<file path="config.mk">
export PLATFORM = sky130hd
export DESIGN_NAME = wdtr_watchdog
export DESIGN_NICKNAME = d
export VERILOG_FILES = /design/src/wdtr_pkg.sv /design/src/wdtr_watchdog.sv /design/src/wdtr_timed_access.sv
export SDC_FILE = /design/constraint.sdc
export NUM_CORES = 1
export LEC_CHECK = 0
export BUFFER_PORTS_ARGS = -buffer_cell sky130_fd_sc_hd__buf_4
export CAP_MARGIN = 30
export CORE_ASPECT_RATIO = 0.7
export CORE_UTILIZATION = 55
export DETAILED_ROUTE_END_ITERATION = 10
export PLACE_DENSITY = 0.78
export SLEW_MARGIN = 20
export SYNTH_ARGS = -nofsm -noshare
export SYNTH_HDL_FRONTEND = slang
export SYNTH_SLANG_ARGS = --single-unit
</file>
<file path="constraint.sdc">
create_clock -name ref_clk -period 2.9 [get_ports ref_clk]
set_input_delay 0.435 -clock ref_clk [delete_from_list [all_inputs] [get_ports ref_clk]]
set_output_delay 0.435 -clock ref_clk [all_outputs]
set_load 0.01 [all_outputs]
</file>
<file path="src/wdtr_pkg.sv">
// Package of constants and types for the watchdog time-out and reset block.
// Contract
// - Watchdog is a free counter raising a time-out flag; software restarts it anytime.
// - Time-out select comes from clock speed control bits 7 and 6.
// - Interrupt time-out is 2^17, 2^20, 2^23 or 2^26 clocks for codes 0..3.
// - Interrupt flag sets 512 clocks before the reset flag.
// - With reset enabled, reaching reset time-out sets reset flag and resets CPU.
// - Reset enable and restart writes take effect only through timed access unlock.
// - Interrupt reaches CPU only when enabled; enable never affects the reset path.
// - Interrupt serves as periodic time base and can wake the processor.
// - Periods count oscillator clocks directly, exact multiples of the clock period.
// - Controls live in clock speed control, watchdog control D8h, extended enable E8h.
// - Watchdog control: bit 3 irq flag, bit 2 reset flag, bit 1 enable, bit 0 restart.
package wdtr_pkg;

    // ------------------------------------------------------------------
    // Register addresses
    // ------------------------------------------------------------------
    localparam logic [7:0] WDTR_ADDR_CLOCK_SPEED_CONTROL = 8'h8e;
    localparam logic [7:0] WDTR_ADDR_WATCHDOG_CONTROL = 8'hd8;
    localparam logic [7:0] WDTR_ADDR_EXT_IRQ_ENABLE = 8'he8;
    localparam logic [7:0] WDTR_ADDR_TIMED_ACCESS = 8'hc7;

    // ------------------------------------------------------------------
    // Field positions and reset values
    // ------------------------------------------------------------------
    localparam int WDTR_SEL_HIGH_BIT = 7;
    localparam int WDTR_SEL_LOW_BIT = 6;
    localparam int WDTR_IRQ_FLAG_BIT = 3;
    localparam int WDTR_RST_FLAG_BIT = 2;
    localparam int WDTR_RST_EN_BIT = 1;
    localparam int WDTR_RESTART_BIT = 0;
    localparam int WDTR_IRQ_EN_BIT = 6;
    localparam logic [7:0] WDTR_CLK_CTRL_RESET = 8'h01;
    localparam logic [7:0] WDTR_ZERO_BYTE = 8'h00;

    // ------------------------------------------------------------------
    // Timed access unlock sequence and window
    // ------------------------------------------------------------------
    localparam logic [7:0] WDTR_TA_KEY1 = 8'haa;
    localparam logic [7:0] WDTR_TA_KEY2 = 8'h55;
    localparam logic [1:0] WDTR_TA_WINDOW = 2'h3;

    // ------------------------------------------------------------------
    // Time-out counts in oscillator clocks
    // ------------------------------------------------------------------
    localparam int WDTR_CNT_W = 27;
    localparam int WDTR_EXP0 = 17;
    localparam int WDTR_EXP1 = 20;
    localparam int WDTR_EXP2 = 23;
    localparam int WDTR_EXP3 = 26;
    localparam logic [WDTR_CNT_W-1:0] WDTR_RESET_EXTRA = 27'h0000200;
    localparam logic [WDTR_CNT_W-1:0] WDTR_ONE = 27'h0000001;

    typedef enum logic [1:0] {
        WDTR_TA_IDLE = 2'b00,
        WDTR_TA_HALF = 2'b01,
        WDTR_TA_OPEN = 2'b10
    } wdtr_ta_state_t;

    typedef struct packed {
        logic wr;
        logic rd;
        logic [7:0] addr;
        logic [7:0] wdata;
    } wdtr_sfr_req_t;

endpackage : wdtr_pkg

</file>
<file path="src/wdtr_watchdog.sv">
// Watchdog time-out and reset block with its special function registers.
`timescale 1ns/1ps
`default_nettype none
module wdtr_watchdog import wdtr_pkg::*; (
    input wire logic ref_clk,
    input wire logic nrst,
    input wire logic sfr_wr,
    input wire logic sfr_rd,
    input wire logic [7:0] sfr_addr,
    input wire logic [7:0] sfr_wdata,
    output logic [7:0] sfr_rdata,
    output logic wdog_irq,
    output logic wdog_wake,
    output logic cpu_reset
);

    // ------------------------------------------------------------------
    // Decoding helpers
    // ------------------------------------------------------------------
    function automatic logic [WDTR_CNT_W-1:0] irq_limit(input logic [1:0] sel);
        logic [WDTR_CNT_W-1:0] lim;
        case (sel)
            2'b00: lim = WDTR_ONE << WDTR_EXP0;
            2'b01: lim = WDTR_ONE << WDTR_EXP1;
            2'b10: lim = WDTR_ONE << WDTR_EXP2;
            default: lim = WDTR_ONE << WDTR_EXP3;
        endcase
        return lim;
    endfunction : irq_limit

    function automatic logic hit(input wdtr_sfr_req_t r, input logic [7:0] a);
        return r.wr && (r.addr == a);
    endfunction : hit

    // ------------------------------------------------------------------
    // State
    // ------------------------------------------------------------------
    wdtr_sfr_req_t req;
    logic unlocked;
    logic [7:0] clk_ctrl_reg;
    logic [7:0] clk_ctrl_next;
    logic [7:0] irq_en_reg;
    logic [7:0] irq_en_next;
    logic rst_en_reg;
    logic rst_en_next;
    logic irq_flag_reg;
    logic irq_flag_next;
    logic rst_flag_reg;
    logic rst_flag_next;
    logic [WDTR_CNT_W-1:0] cnt_reg;
    logic [WDTR_CNT_W-1:0] cnt_next;
    logic tripped_reg;
    logic tripped_next;
    logic [7:0] rdata_next;
    logic irq_next;
    logic wake_next;
    logic cpu_reset_next;
    logic ctrl_wr;
    logic restart;
    logic [1:0] sel;
    logic [WDTR_CNT_W-1:0] lim_irq;
    logic [WDTR_CNT_W-1:0] lim_rst;
    logic at_irq;
    logic at_rst;
    logic fire_irq;
    logic fire_rst;

    assign req = '{wr: sfr_wr, rd: sfr_rd, addr: sfr_addr, wdata: sfr_wdata};

    wdtr_timed_access u_ta (
        .ref_clk(ref_clk),
        .nrst(nrst),
        .req(req),
        .unlocked(unlocked)
    );

    // ------------------------------------------------------------------
    // Request decoding and time-out compare
    // ------------------------------------------------------------------
    assign ctrl_wr = hit(req, WDTR_ADDR_WATCHDOG_CONTROL);
    assign restart = ctrl_wr && unlocked && sfr_wdata[WDTR_RESTART_BIT];
    assign sel = {clk_ctrl_reg[WDTR_SEL_HIGH_BIT], clk_ctrl_reg[WDTR_SEL_LOW_BIT]};
    assign lim_irq = irq_limit(sel);
    assign lim_rst = lim_irq + WDTR_RESET_EXTRA;
    assign at_irq = (cnt_reg == lim_irq - WDTR_ONE);
    // Comparing with at least the last count also ends a period shortened mid-run.
    assign at_rst = (cnt_reg >= lim_rst - WDTR_ONE);
    assign fire_irq = at_irq && !restart;
    assign fire_rst = at_rst && rst_en_reg && !tripped_reg && !restart;

    // Reads of the watchdog control register show the flags and the enable;
    // the restart control always reads as zero.
    function automatic logic [7:0] ctrl_view(input logic irq_f, input logic rst_f,
        input logic en);
        logic [7:0] v;
        v = WDTR_ZERO_BYTE;
        v[WDTR_IRQ_FLAG_BIT] = irq_f;
        v[WDTR_RST_FLAG_BIT] = rst_f;
        v[WDTR_RST_EN_BIT] = en;
        return v;
    endfunction : ctrl_view

    // ------------------------------------------------------------------
    // Software registers
    // ------------------------------------------------------------------
    always_comb begin
        clk_ctrl_next = clk_ctrl_reg;
        irq_en_next = irq_en_reg;
        rst_en_next = rst_en_reg;
        if (hit(req, WDTR_ADDR_CLOCK_SPEED_CONTROL)) begin
            clk_ctrl_next = sfr_wdata;
        end
        if (hit(req, WDTR_ADDR_EXT_IRQ_ENABLE)) begin
            irq_en_next = sfr_wdata;
        end
        if (ctrl_wr && unlocked) begin
            rst_en_next = sfr_wdata[WDTR_RST_EN_BIT];
        end
    end

    always_ff @(posedge ref_clk or negedge nrst) begin
        if (!nrst) begin
            clk_ctrl_reg <= WDTR_CLK_CTRL_RESET;
            irq_en_reg <= WDTR_ZERO_BYTE;
            rst_en_reg <= 1'b0;
        end else begin
            clk_ctrl_reg <= clk_ctrl_next;
            irq_en_reg <= irq_en_next;
            rst_en_reg <= rst_en_next;
        end
    end

    // ------------------------------------------------------------------
    // Time-out counter
    // ------------------------------------------------------------------
    // With reset enabled the counter parks on the reset time-out so that the
    // CPU reset fires once; otherwise it wraps and the interrupt repeats.
    always_comb begin
        cnt_next = cnt_reg + WDTR_ONE;
        tripped_next = tripped_reg;
        if (restart) begin
            cnt_next = '0;
            tripped_next = 1'b0;
        end else if (at_rst && rst_en_reg) begin
            cnt_next = cnt_reg;
            tripped_next = 1'b1;
        end else if (at_rst) begin
            cnt_next = '0;
            tripped_next = 1'b0;
        end
    end

    always_ff @(posedge ref_clk or negedge nrst) begin
        if (!nrst) begin
            cnt_reg <= '0;
            tripped_reg <= 1'b0;
        end else begin
            cnt_reg <= cnt_next;
            tripped_reg <= tripped_next;
        end
    end

    // ------------------------------------------------------------------
    // Status flags
    // ------------------------------------------------------------------
    // A hardware set wins over a software clear in the same cycle.
    always_comb begin
        irq_flag_next = irq_flag_reg;
        rst_flag_next = rst_flag_reg;
        if (ctrl_wr) begin
            irq_flag_next = sfr_wdata[WDTR_IRQ_FLAG_BIT];
            rst_flag_next = sfr_wdata[WDTR_RST_FLAG_BIT];
        end
        if (fire_irq) begin
            irq_flag_next = 1'b1;
        end
        if (fire_rst) begin
            rst_flag_next = 1'b1;
        end
    end

    always_ff @(posedge ref_clk or negedge nrst) begin
        if (!nrst) begin
            irq_flag_reg <= 1'b0;
            rst_flag_reg <= 1'b0;
        end else begin
            irq_flag_reg <= irq_flag_next;
            rst_flag_reg <= rst_flag_next;
        end
    end

    // ------------------------------------------------------------------
    // Outputs and read data
    // ------------------------------------------------------------------
    always_comb begin
        irq_next = irq_flag_next && irq_en_next[WDTR_IRQ_EN_BIT];
        wake_next = irq_next;
        cpu_reset_next = fire_rst;
        rdata_next = WDTR_ZERO_BYTE;
        if (sfr_rd) begin
            case (sfr_addr)
                WDTR_ADDR_CLOCK_SPEED_CONTROL: rdata_next = clk_ctrl_reg;
                WDTR_ADDR_EXT_IRQ_ENABLE: rdata_next = irq_en_reg;
                WDTR_ADDR_WATCHDOG_CONTROL: begin
                    rdata_next = ctrl_view(irq_flag_reg, rst_flag_reg, rst_en_reg);
                end
                default: rdata_next = WDTR_ZERO_BYTE;
            endcase
        end
    end

    always_ff @(posedge ref_clk or negedge nrst) begin
        if (!nrst) begin
            sfr_rdata <= WDTR_ZERO_BYTE;
            wdog_irq <= 1'b0;
            wdog_wake <= 1'b0;
            cpu_reset <= 1'b0;
        end else begin
            sfr_rdata <= rdata_next;
            wdog_irq <= irq_next;
            wdog_wake <= wake_next;
            cpu_reset <= cpu_reset_next;
        end
    end

endmodule : wdtr_watchdog
`default_nettype wire

</file>
<file path="src/wdtr_timed_access.sv">
// Timed access unlock sequencer for protected watchdog control bits.
`timescale 1ns/1ps
`default_nettype none
module wdtr_timed_access import wdtr_pkg::*; (
    input wire logic ref_clk,
    input wire logic nrst,
    input wire wdtr_sfr_req_t req,
    output logic unlocked
);

    wdtr_ta_state_t state_reg;
    wdtr_ta_state_t state_next;
    logic [1:0] win_reg;
    logic [1:0] win_next;
    logic ta_wr;

    assign ta_wr = req.wr && (req.addr == WDTR_ADDR_TIMED_ACCESS);
    assign unlocked = (state_reg == WDTR_TA_OPEN);

    // Two key writes open a short window; any protected write closes it.
    always_comb begin
        state_next = state_reg;
        win_next = win_reg;
        case (state_reg)
            WDTR_TA_IDLE: begin
                if (ta_wr && req.wdata == WDTR_TA_KEY1) begin
                    state_next = WDTR_TA_HALF;
                    win_next = WDTR_TA_WINDOW;
                end
            end
            WDTR_TA_HALF: begin
                if (ta_wr && req.wdata == WDTR_TA_KEY2) begin
                    state_next = WDTR_TA_OPEN;
                    win_next = WDTR_TA_WINDOW;
                end else if (win_reg == 2'h0 || ta_wr) begin
                    state_next = WDTR_TA_IDLE;
                end else begin
                    win_next = win_reg - 2'h1;
                end
            end
            WDTR_TA_OPEN: begin
                if (win_reg == 2'h0 || (req.wr && req.addr == WDTR_ADDR_WATCHDOG_CONTROL)) begin
                    state_next = WDTR_TA_IDLE;
                end else begin
                    win_next = win_reg - 2'h1;
                end
            end
            default: begin
                state_next = WDTR_TA_IDLE;
            end
        endcase
    end

    always_ff @(posedge ref_clk or negedge nrst) begin
        if (!nrst) begin
            state_reg <= WDTR_TA_IDLE;
            win_reg <= 2'h0;
        end else begin
            state_reg <= state_next;
            win_reg <= win_next;
        end
    end

endmodule : wdtr_timed_access
`default_nettype wire

</file>
# ---- Yosys cells after proc, flatten, opt, wreduce, memory -nomap -nowiden
# Index checks and enable logic that the tools add are counted.
dict set report word_totals {
  register_bits 61
  out_inout_bits 11
  wordCells 85
}
dict set report op_classes {
  n_addsub 5
  reduce_logical 25
  order_cmp 1
  muxes 24
  eq_ne 17
}
# operator n
set ops {}
lappend ops {{$mux 27} 3}
lappend ops {{$pmux 27 s3} 1}
lappend ops {{$sub 27x1->27 const B} 2}
lappend ops {{$eq 8x8->1 const B} 5}
lappend ops {{$add 27x1->27 const B} 1}
lappend ops {{$add 27x10->27 const B} 1}
lappend ops {{$eq 27x27->1} 1}
lappend ops {{$ge 27x27->1} 1}
lappend ops {{$pmux 8 s3} 1}
lappend ops {{$mux 2} 8}
lappend ops {{$logic_and 1x1->1} 13}
lappend ops {{$pmux 2 s3} 2}
lappend ops {{$eq 8x7->1 const B} 1}
lappend ops {{$mux 8} 1}
lappend ops {{$mux 1} 7}
lappend ops {{$mux 7} 1}
lappend ops {{$logic_not 2->1} 3}
lappend ops {{$reduce_bool 3->1} 2}
lappend ops {{$eq 2x1->1 const B} 2}
lappend ops {{$eq 2x2->1 const B} 2}
lappend ops {{$ne 2x1->1 const B} 2}
lappend ops {{$ne 2x2->1 const B} 2}
lappend ops {{$reduce_and 4->1} 1}
lappend ops {{$ne 3x1->1 const B} 1}
lappend ops {{other kinds (6)} 8}

# ---- Longest topological paths before layout
# Gate-level depths: netlist of the first run.
dict set report logic_depth {
  depth_word 9
  depth_mapped 10
  depth_no_buf 8
}

# ---- Hierarchy
# A second synthesis of the first run with hierarchy kept.
dict set report unflattened {
  hier_cells 347
  area_unflattened_um2 3525.9
}
# module n_inst cells_per_inst area_per_inst_um2
set modules_own_cells {}
lappend modules_own_cells {wdtr_watchdog 1 305 3100.5}
lappend modules_own_cells {wdtr_timed_access 1 42 425.4}

# ---- Worst setup path after synthesis of the first run
# OpenSTA, ideal clock, no wires.
dict set report synth_path {
  path_type {reg-to-reg}
  startpoint {register clk_ctrl_reg[7]}
  endpoint {register cnt_reg[19]}
  n_path_buf 0
  arrival_ns 2.518
  stages_incl_launch_ff 9
  period_less_slack_ns 2.596
  path_slack_ns 0.304
  cell_sequence {dfrtp_1 nand2b_1 ha_1 a2111o_1 a311oi_1 o21a_1 o21ai_0 or3_1 a21oi_1}
}
dict set report synth_via {
  elab_chain_cells 8
  word_cells_on_any_way 12
  cone_classes {2 x add/sub; 1 x order compare; 3 x eq/ne; 4 x mux; 2 x reduce/logical}
}
# element line_no
set synth_rtl {}
lappend synth_rtl {{from (decl)} wdtr_watchdog.sv:40} ;# logic [7:0] clk_ctrl_reg;
lappend synth_rtl {{from (signal assigned)} wdtr_watchdog.sv:127} ;# clk_ctrl_reg <= clk_ctrl_next;
lappend synth_rtl {{$eq 2x2->1 (tied with other cells)} wdtr_watchdog.sv:22} ;# case (sel)
lappend synth_rtl {{$pmux 27 s3 (*)} wdtr_watchdog.sv:22}
lappend synth_rtl {{$add 27x10->27 (*)} wdtr_watchdog.sv:84} ;# assign lim_rst = lim_irq + WDTR_RESET_EXTRA;
lappend synth_rtl {{$sub 27x1->27 (*)} wdtr_watchdog.sv:87} ;# assign at_rst = (cnt_reg >= lim_rst - WDTR_ONE);
lappend synth_rtl {{$ge 27x27->1 (*)} wdtr_watchdog.sv:87}
lappend synth_rtl {{$mux 27} wdtr_watchdog.sv:147} ;# end else if (at_rst) begin
lappend synth_rtl {{$mux 27} wdtr_watchdog.sv:144} ;# end else if (at_rst && rst_en_reg) begin
lappend synth_rtl {{$mux 27} wdtr_watchdog.sv:141} ;# if (restart) begin
lappend synth_rtl {{to (signal assigned)} wdtr_watchdog.sv:158} ;# cnt_reg <= cnt_next;
lappend synth_rtl {{to (decl)} wdtr_watchdog.sv:50} ;# logic [WDTR_CNT_W-1:0] cnt_reg;
# Mark *: on every way between the ends. The rest lies on a longest branch, timed or not. The select of a mux whose other input is x is not followed.
# A chain may end at the register's enable or synchronous reset.

# ---- Final worst setup path of the first run
# Ends and elaborated chain as after synthesis.

==> impl_metrics.tcl, run 1 <==
set metrics [dict create \
    status "finished clean" \
    crit_arrival_ns 2.99 \
    syn_nets 370 \
    worstSetupPathType "register to register" \
    setup_violations 0 \
    core_area_um2 5900 \
    synth_largest_area_cell "dfrtp_1" \
    grt_overflow_total 0 \
    netlist_area_um2 3460 \
    crit_path_start_kind "register" \
    dr.first_iter.drc_count 268 \
    syn_avg_cell_area_um2 10.2 \
    syn_to_final_growth_pct 17.4 \
    rows 23 \
    nets 414 \
    largest_register_ffs 27 \
    fmax_mhz 360 \
    timing.final.crit_period_ns 2.78 \
    grt_antenna_before_repair 0 \
    crit_start "clk_ctrl_reg[7]" \
    final_common_cell "dfrtp_1" \
    synth_top_area_share_pct 43.4 \
    cp_max_fo 6 \
    mostFrequentLayoutCells "dfrtp_1 (60), buf_4 (41), nand2_1 (28)" \
    layout.area.seq_um2 1530 \
    drive_gt1_share_pct 24.2 \
    dpl.hpwl_um 5930 \
    drv_cap 0 \
    synth.distinct_cells 61 \
    placed_area_um2 3820 \
    r2r-start "clk_ctrl_reg[7]" \
    timing.final.crit_share_pct 95.7 \
    cp-end-kind "register" \
    ys.flop_type "dfrtp_1" \
    hold_buffers 0 \
    finClkSkew_ns 0.0101 \
    die_area_um2 6620 \
    p_leak_uw 0.00191 \
    chipWidth_um 96.8 \
    ant_nets 0 \
    vias 2968 \
    dr.pass1.iters 7 \
    antenna_cells 0 \
    setup-tns-final_ns 0 \
    grt_pass1_vias 2597 \
    worstMarginPinSlew_ns 0.766 \
    fill_cells 457 \
    seq_area_frac_synth_pct 44.2 \
    clock_sinks 61 \
    syn_inst 339 \
    cts_made_buffers 9 \
    root_buffer "clkbuf_8" \
    cts_tree "yes" \
    synth_edf_count 0 \
    clk_pin_slew_ns 0.08 \
    die_y_um 68.4 \
    htreeDepth 3 \
    cts_buffer_depth 2 \
    slew_violations 0 \
    multiInputGateArea_um2 1840 \
    synth.area.top_cells "dfrtp_1 (43%), mux2_2 (5.9%), ha_1 (4.0%), nand2_1 (3.0%), nand3_1 (2.7%)" \
    slew_headroom_pct 48.2 \
    routed_wl_um 8150 \
    portBuffers 30 \
    cp_data_required_time_ns 3.11 \
    ys_ff_latch 61 \
    io_pins 31 \
    rsz0062_at_grt "no" \
    clkLatencyLatePin_ns 0.34 \
    vias_per_cell 6.41 \
    ir_drop_mv 0.383 \
    wire_per_inst_um 17.6 \
    gp_congestion 0.903 \
    async_reset_ff_share_pct 100 \
    start_util_pct 58.6 \
    grt_usage_pct 26.0 \
    design_area_um2 4060 \
    drc_errors 0 \
    ys.warnings.count 0 \
    power.density_nw_per_um2 497 \
    grt_pass1_wl_um 13200 \
    grt_max_degree 62 \
    min_path_type "primary input to asynchronous set/reset pin" \
    hold_violations 0 \
]
[cells by family after synthesis]
family,Yosys count,share of synthesized area [%]
mux,21,6.73
buf+inv,19,2.97
compound gates,71,16.1
fa+ha+maj,11,3.98
xor+xnor,5,1.27
flops,61,44.2
simple gates,151,24.8
[per-layer routing]
layer | global-route usage [%] | up-vias | part of all wire [%]
li1 | - | 1365 | -
met1 | 38.6 | 1476 | 49
met2 | 38.1 | 118 | 44
met3 | 5.62 | 9 | 6.8
met4 | 8.02 | 0 | 0.83
met5 | 0 | - | 0
[per-stage QoR]
stage / cells / util [%] / hold WS (ns) / worst slack, ns / power, uW
6_report: 463 / 68.8 / 0.148 / 0.123 / 2020
5_1_grt: 463 / 68.8 / 0.220 / 0.000666 / 2100
4_1_cts: 462 / 68.6 / 0.191 / 0.0593 / 2030
3_5_place_dp: 446 / 64.8 / 0.445 / 0.107 / 1180
3_3_place_gp: 446 / 64.8 / 0.444 / 0.194 / 1160
2_1_floorplan: 339 / - / 0.139 / 0.304 / 1090
[synthesized netlist by cell type (3+ instances only)]
master	n
dfrtp_1	60
nand2_1	28
nor2_1	22
nand3_1	19
mux2_2	18
nor3_1	14
a21o_1	12
ha_1	11
o21ai_0	11
inv_1	9
nand4_1	9
nor2b_1	9
and3_1	8
a21oi_1	7
a22oi_1	6
nor4bb_1	6
o31ai_1	6
nand2b_1	5
or4_1	5
a221o_1	4
and2_1	4
clkbuf_1	4
o311ai_0	4
xor2_1	4
a222oi_1	3
and4_1	3
buf_6	3
mux2i_1	3
or2_2	3
[power by group]
group          leakage [uW]  internal (uW)  switching [uW]
clock              0.000106            486             364
sequential         0.000823            889            25.6
combinational      0.000986            112             141
total               0.00191           1490             531
[critical path, stage by stage (launching register included)]
cell      delay [ns]
dfrtp_1         0.43
nand2b_1        0.19
ha_1            0.31
nand4b_1        0.09
or4_1           0.51
or4_4           0.59
and2_4          0.19
o21ai_2         0.25
a21oi_1         0.09
[path summary, 6_finish.rpt]
path | slack [ns] | cells after the start | to
max | 0.12 | 8 | cnt_reg[19]
min | 0.15 | 1 | cnt_reg[14]
max reg2reg | 0.12 | 8 | cnt_reg[19]
min reg2reg | 0.46 | 1 | cpu_reset
max in group asynchronous | 2.24 | 1 | cnt_reg[3]
min in group ref_clk | 0.35 | 2 | irq_en_reg[4]
[layout make-up]
class	count	area share, %
Clock buffer	9	3.05
Clock inverter	7	2.40
Inverter	9	0.832
Multi-Input combinational cell	259	45.2
Sequential cell	61	37.6
Tap cell	75	2.31
Timing Repair Buffer	43	8.57
[repair_timing]
action                     in CTS  in global routing
setup endpoints to repair       0                 15
resized for setup               0                  1
setup buffers                   0                  1
(Power assumes the default switching activity.)
==> inputs of run 2 (changes only) <==
- CORE_MARGIN: unset -> 8
==> impl_metrics.tcl, run 2 (synthesized netlist as in run 1, its figures left out) <==
set metrics [dict create \
    drc_errors 0 \
    die_y_um 82.4 \
    grt_max_degree 62 \
    io_pins 31 \
    grt_pass1_vias 2722 \
    largest_register_ffs 27 \
    portBuffers 30 \
    clk_pin_slew_ns 0.07 \
    dr.first_iter.drc_count 192 \
    grt_antenna_before_repair 0 \
    r2r-end "cnt_reg[2]" \
    total_power_uw 2020 \
    vias_per_cell 6.19 \
    crit_path_cell_trace "nand2b_1, ha_1, nand4b_1, or4_4, or4_4, a21oi_4, buf_12, o21ai_0, o31ai_1" \
    drv_cap 0 \
    dr.pass1.iters 4 \
    start_util_pct 56.2 \
    hold_buffers 0 \
    slowest_stage "or4_4" \
    chipWidth_um 111 \
    cts_buffer_depth 2 \
    grt_overflow_total 0 \
    cts_setup_buffers 0 \
    core_area_um2 6160 \
    ir_drop_mv 0.278 \
    root_buffer "clkbuf_8" \
    finClkSkew_ns 0.00594 \
    ant_nets 0 \
    cp_max_fo 20 \
    grt_pass1_wl_um 13500 \
    preCtsSetupSlack_ns 0.0986 \
    cts_made_buffers 9 \
    timing.final.crit_period_ns 2.77 \
    clkLatencyLatePin_ns 0.35 \
    min_path_type "primary input to asynchronous set/reset pin" \
    hold_violations 0 \
    status "finished clean" \
    fin_util_pct 66.5 \
    dpl.hpwl_um 5840 \
    drive_gt1_share_pct 25.2 \
    clock_sinks 61 \
    vias 2893 \
    reg2reg_slack_ns 0.13 \
    setup_violations 0 \
    r2r-start "clk_ctrl_reg[6]" \
    worstSetupPathType "register to register" \
    rows 24 \
    timing.final.crit_share_pct 95.6 \
    slew_headroom_pct 50.7 \
    p_leak_uw 0.00193 \
    crit_arrival_ns 3.01 \
    cp_data_required_time_ns 3.14 \
    slew_violations 0 \
    nets 415 \
    die_area_um2 9120 \
    crit_path_max_incr_delay_ns 0.57 \
    routed_wl_um 8000 \
    worstMarginPinSlew_ns 0.739 \
    grt_usage_pct 18.4 \
    mostFrequentLayoutCells "dfrtp_1 (59), buf_4 (42), nand2_1 (28)" \
    gp_congestion 0.869 \
    htreeDepth 3 \
    setup-tns-final_ns 0 \
    fmax_mhz 361 \
    fin_ws_ns 0.127 \
    crit_path_start_kind "register" \
    cp_common_cell "or4_4" \
    cp-end-kind "register" \
    final_common_cell "dfrtp_1" \
    antenna_cells 0 \
    wire_per_inst_um 17.1 \
    power.density_nw_per_um2 493 \
    syn_to_final_growth_pct 18.3 \
    cts_tree "yes" \
    ff2ff_path_depth 9 \
]
[run 2: cell types whose count changed in the layout (fill, tap and decap cells not counted), sizes merged]
cell / before / now
clkinv: 2 / 3
buf: 43 / 44
clkinvlp: 2 / 1
[run 2: worst max path at each step]
stage	endpoint	from	slack [ns]	cells after the start
finish	cnt_reg[2]	clk_ctrl_reg[6]	0.13	9
global route	cnt_reg[11]	clk_ctrl_reg[6]	-0.01	9
CTS	cnt_reg[4]	clk_ctrl_reg[6]	0.06	8
detailed placement	cnt_reg[4]	clk_ctrl_reg[7]	0.1	8
global placement	cnt_reg[26]	clk_ctrl_reg[7]	0.18	9
floorplan	cnt_reg[19]	clk_ctrl_reg[7]	0.30	8
[run 2: timing repair]
item,in CTS,in global routing
setup endpoints to repair,0,27
endpoints found under the hold margin,0,0
resized for setup,0,6
[run 2: final cells by class]
cell class	count	area, um^2
Timing Repair Buffer	44	355
Clock buffer	9	124
Sequential cell	61	1530
Inverter	9	33.8
Multi-Input combinational cell	259	1860
Tap cell	78	97.6
Clock inverter	7	98.8
Fill cell	478	2060
[run 2: critical path, delay by kind of cell, from the launching register on]
kind            cells  cell delay [ns]
buf+inv             1             0.17
compound gates      3             0.36
simple gates        4             1.36
fa+ha+maj           1             0.33
flops               1             0.44
[run 2: stage by stage]
stage | hold slack (ns) | cell area [um^2] | cells
floorplan | 0.139 | 3460 | 339
global placement | 0.449 | 3840 | 451
detailed placement | 0.452 | 3840 | 451
CTS | 0.174 | 4070 | 467
global route | 0.221 | 4090 | 467
finish | 0.155 | 4090 | 467
[run 2: per-layer routing]
metal	GRT usage (%)	vias up	routed length, um
li1	-	1375	-
met1	25.8	1404	4040
met2	26.6	104	3330
met3	5.19	10	519
met4	6.85	0	113
met5	0	-	0
[run 2: report_power, final]
| part | internal, uW | total, uW | switching (uW) |
|---|---|---|---|
| Clock | 487 | 849 | 362 |
| Sequential | 889 | 916 | 27.0 |
| Combinational | 114 | 255 | 141 |
| Total | 1490 | 2020 | 530 |
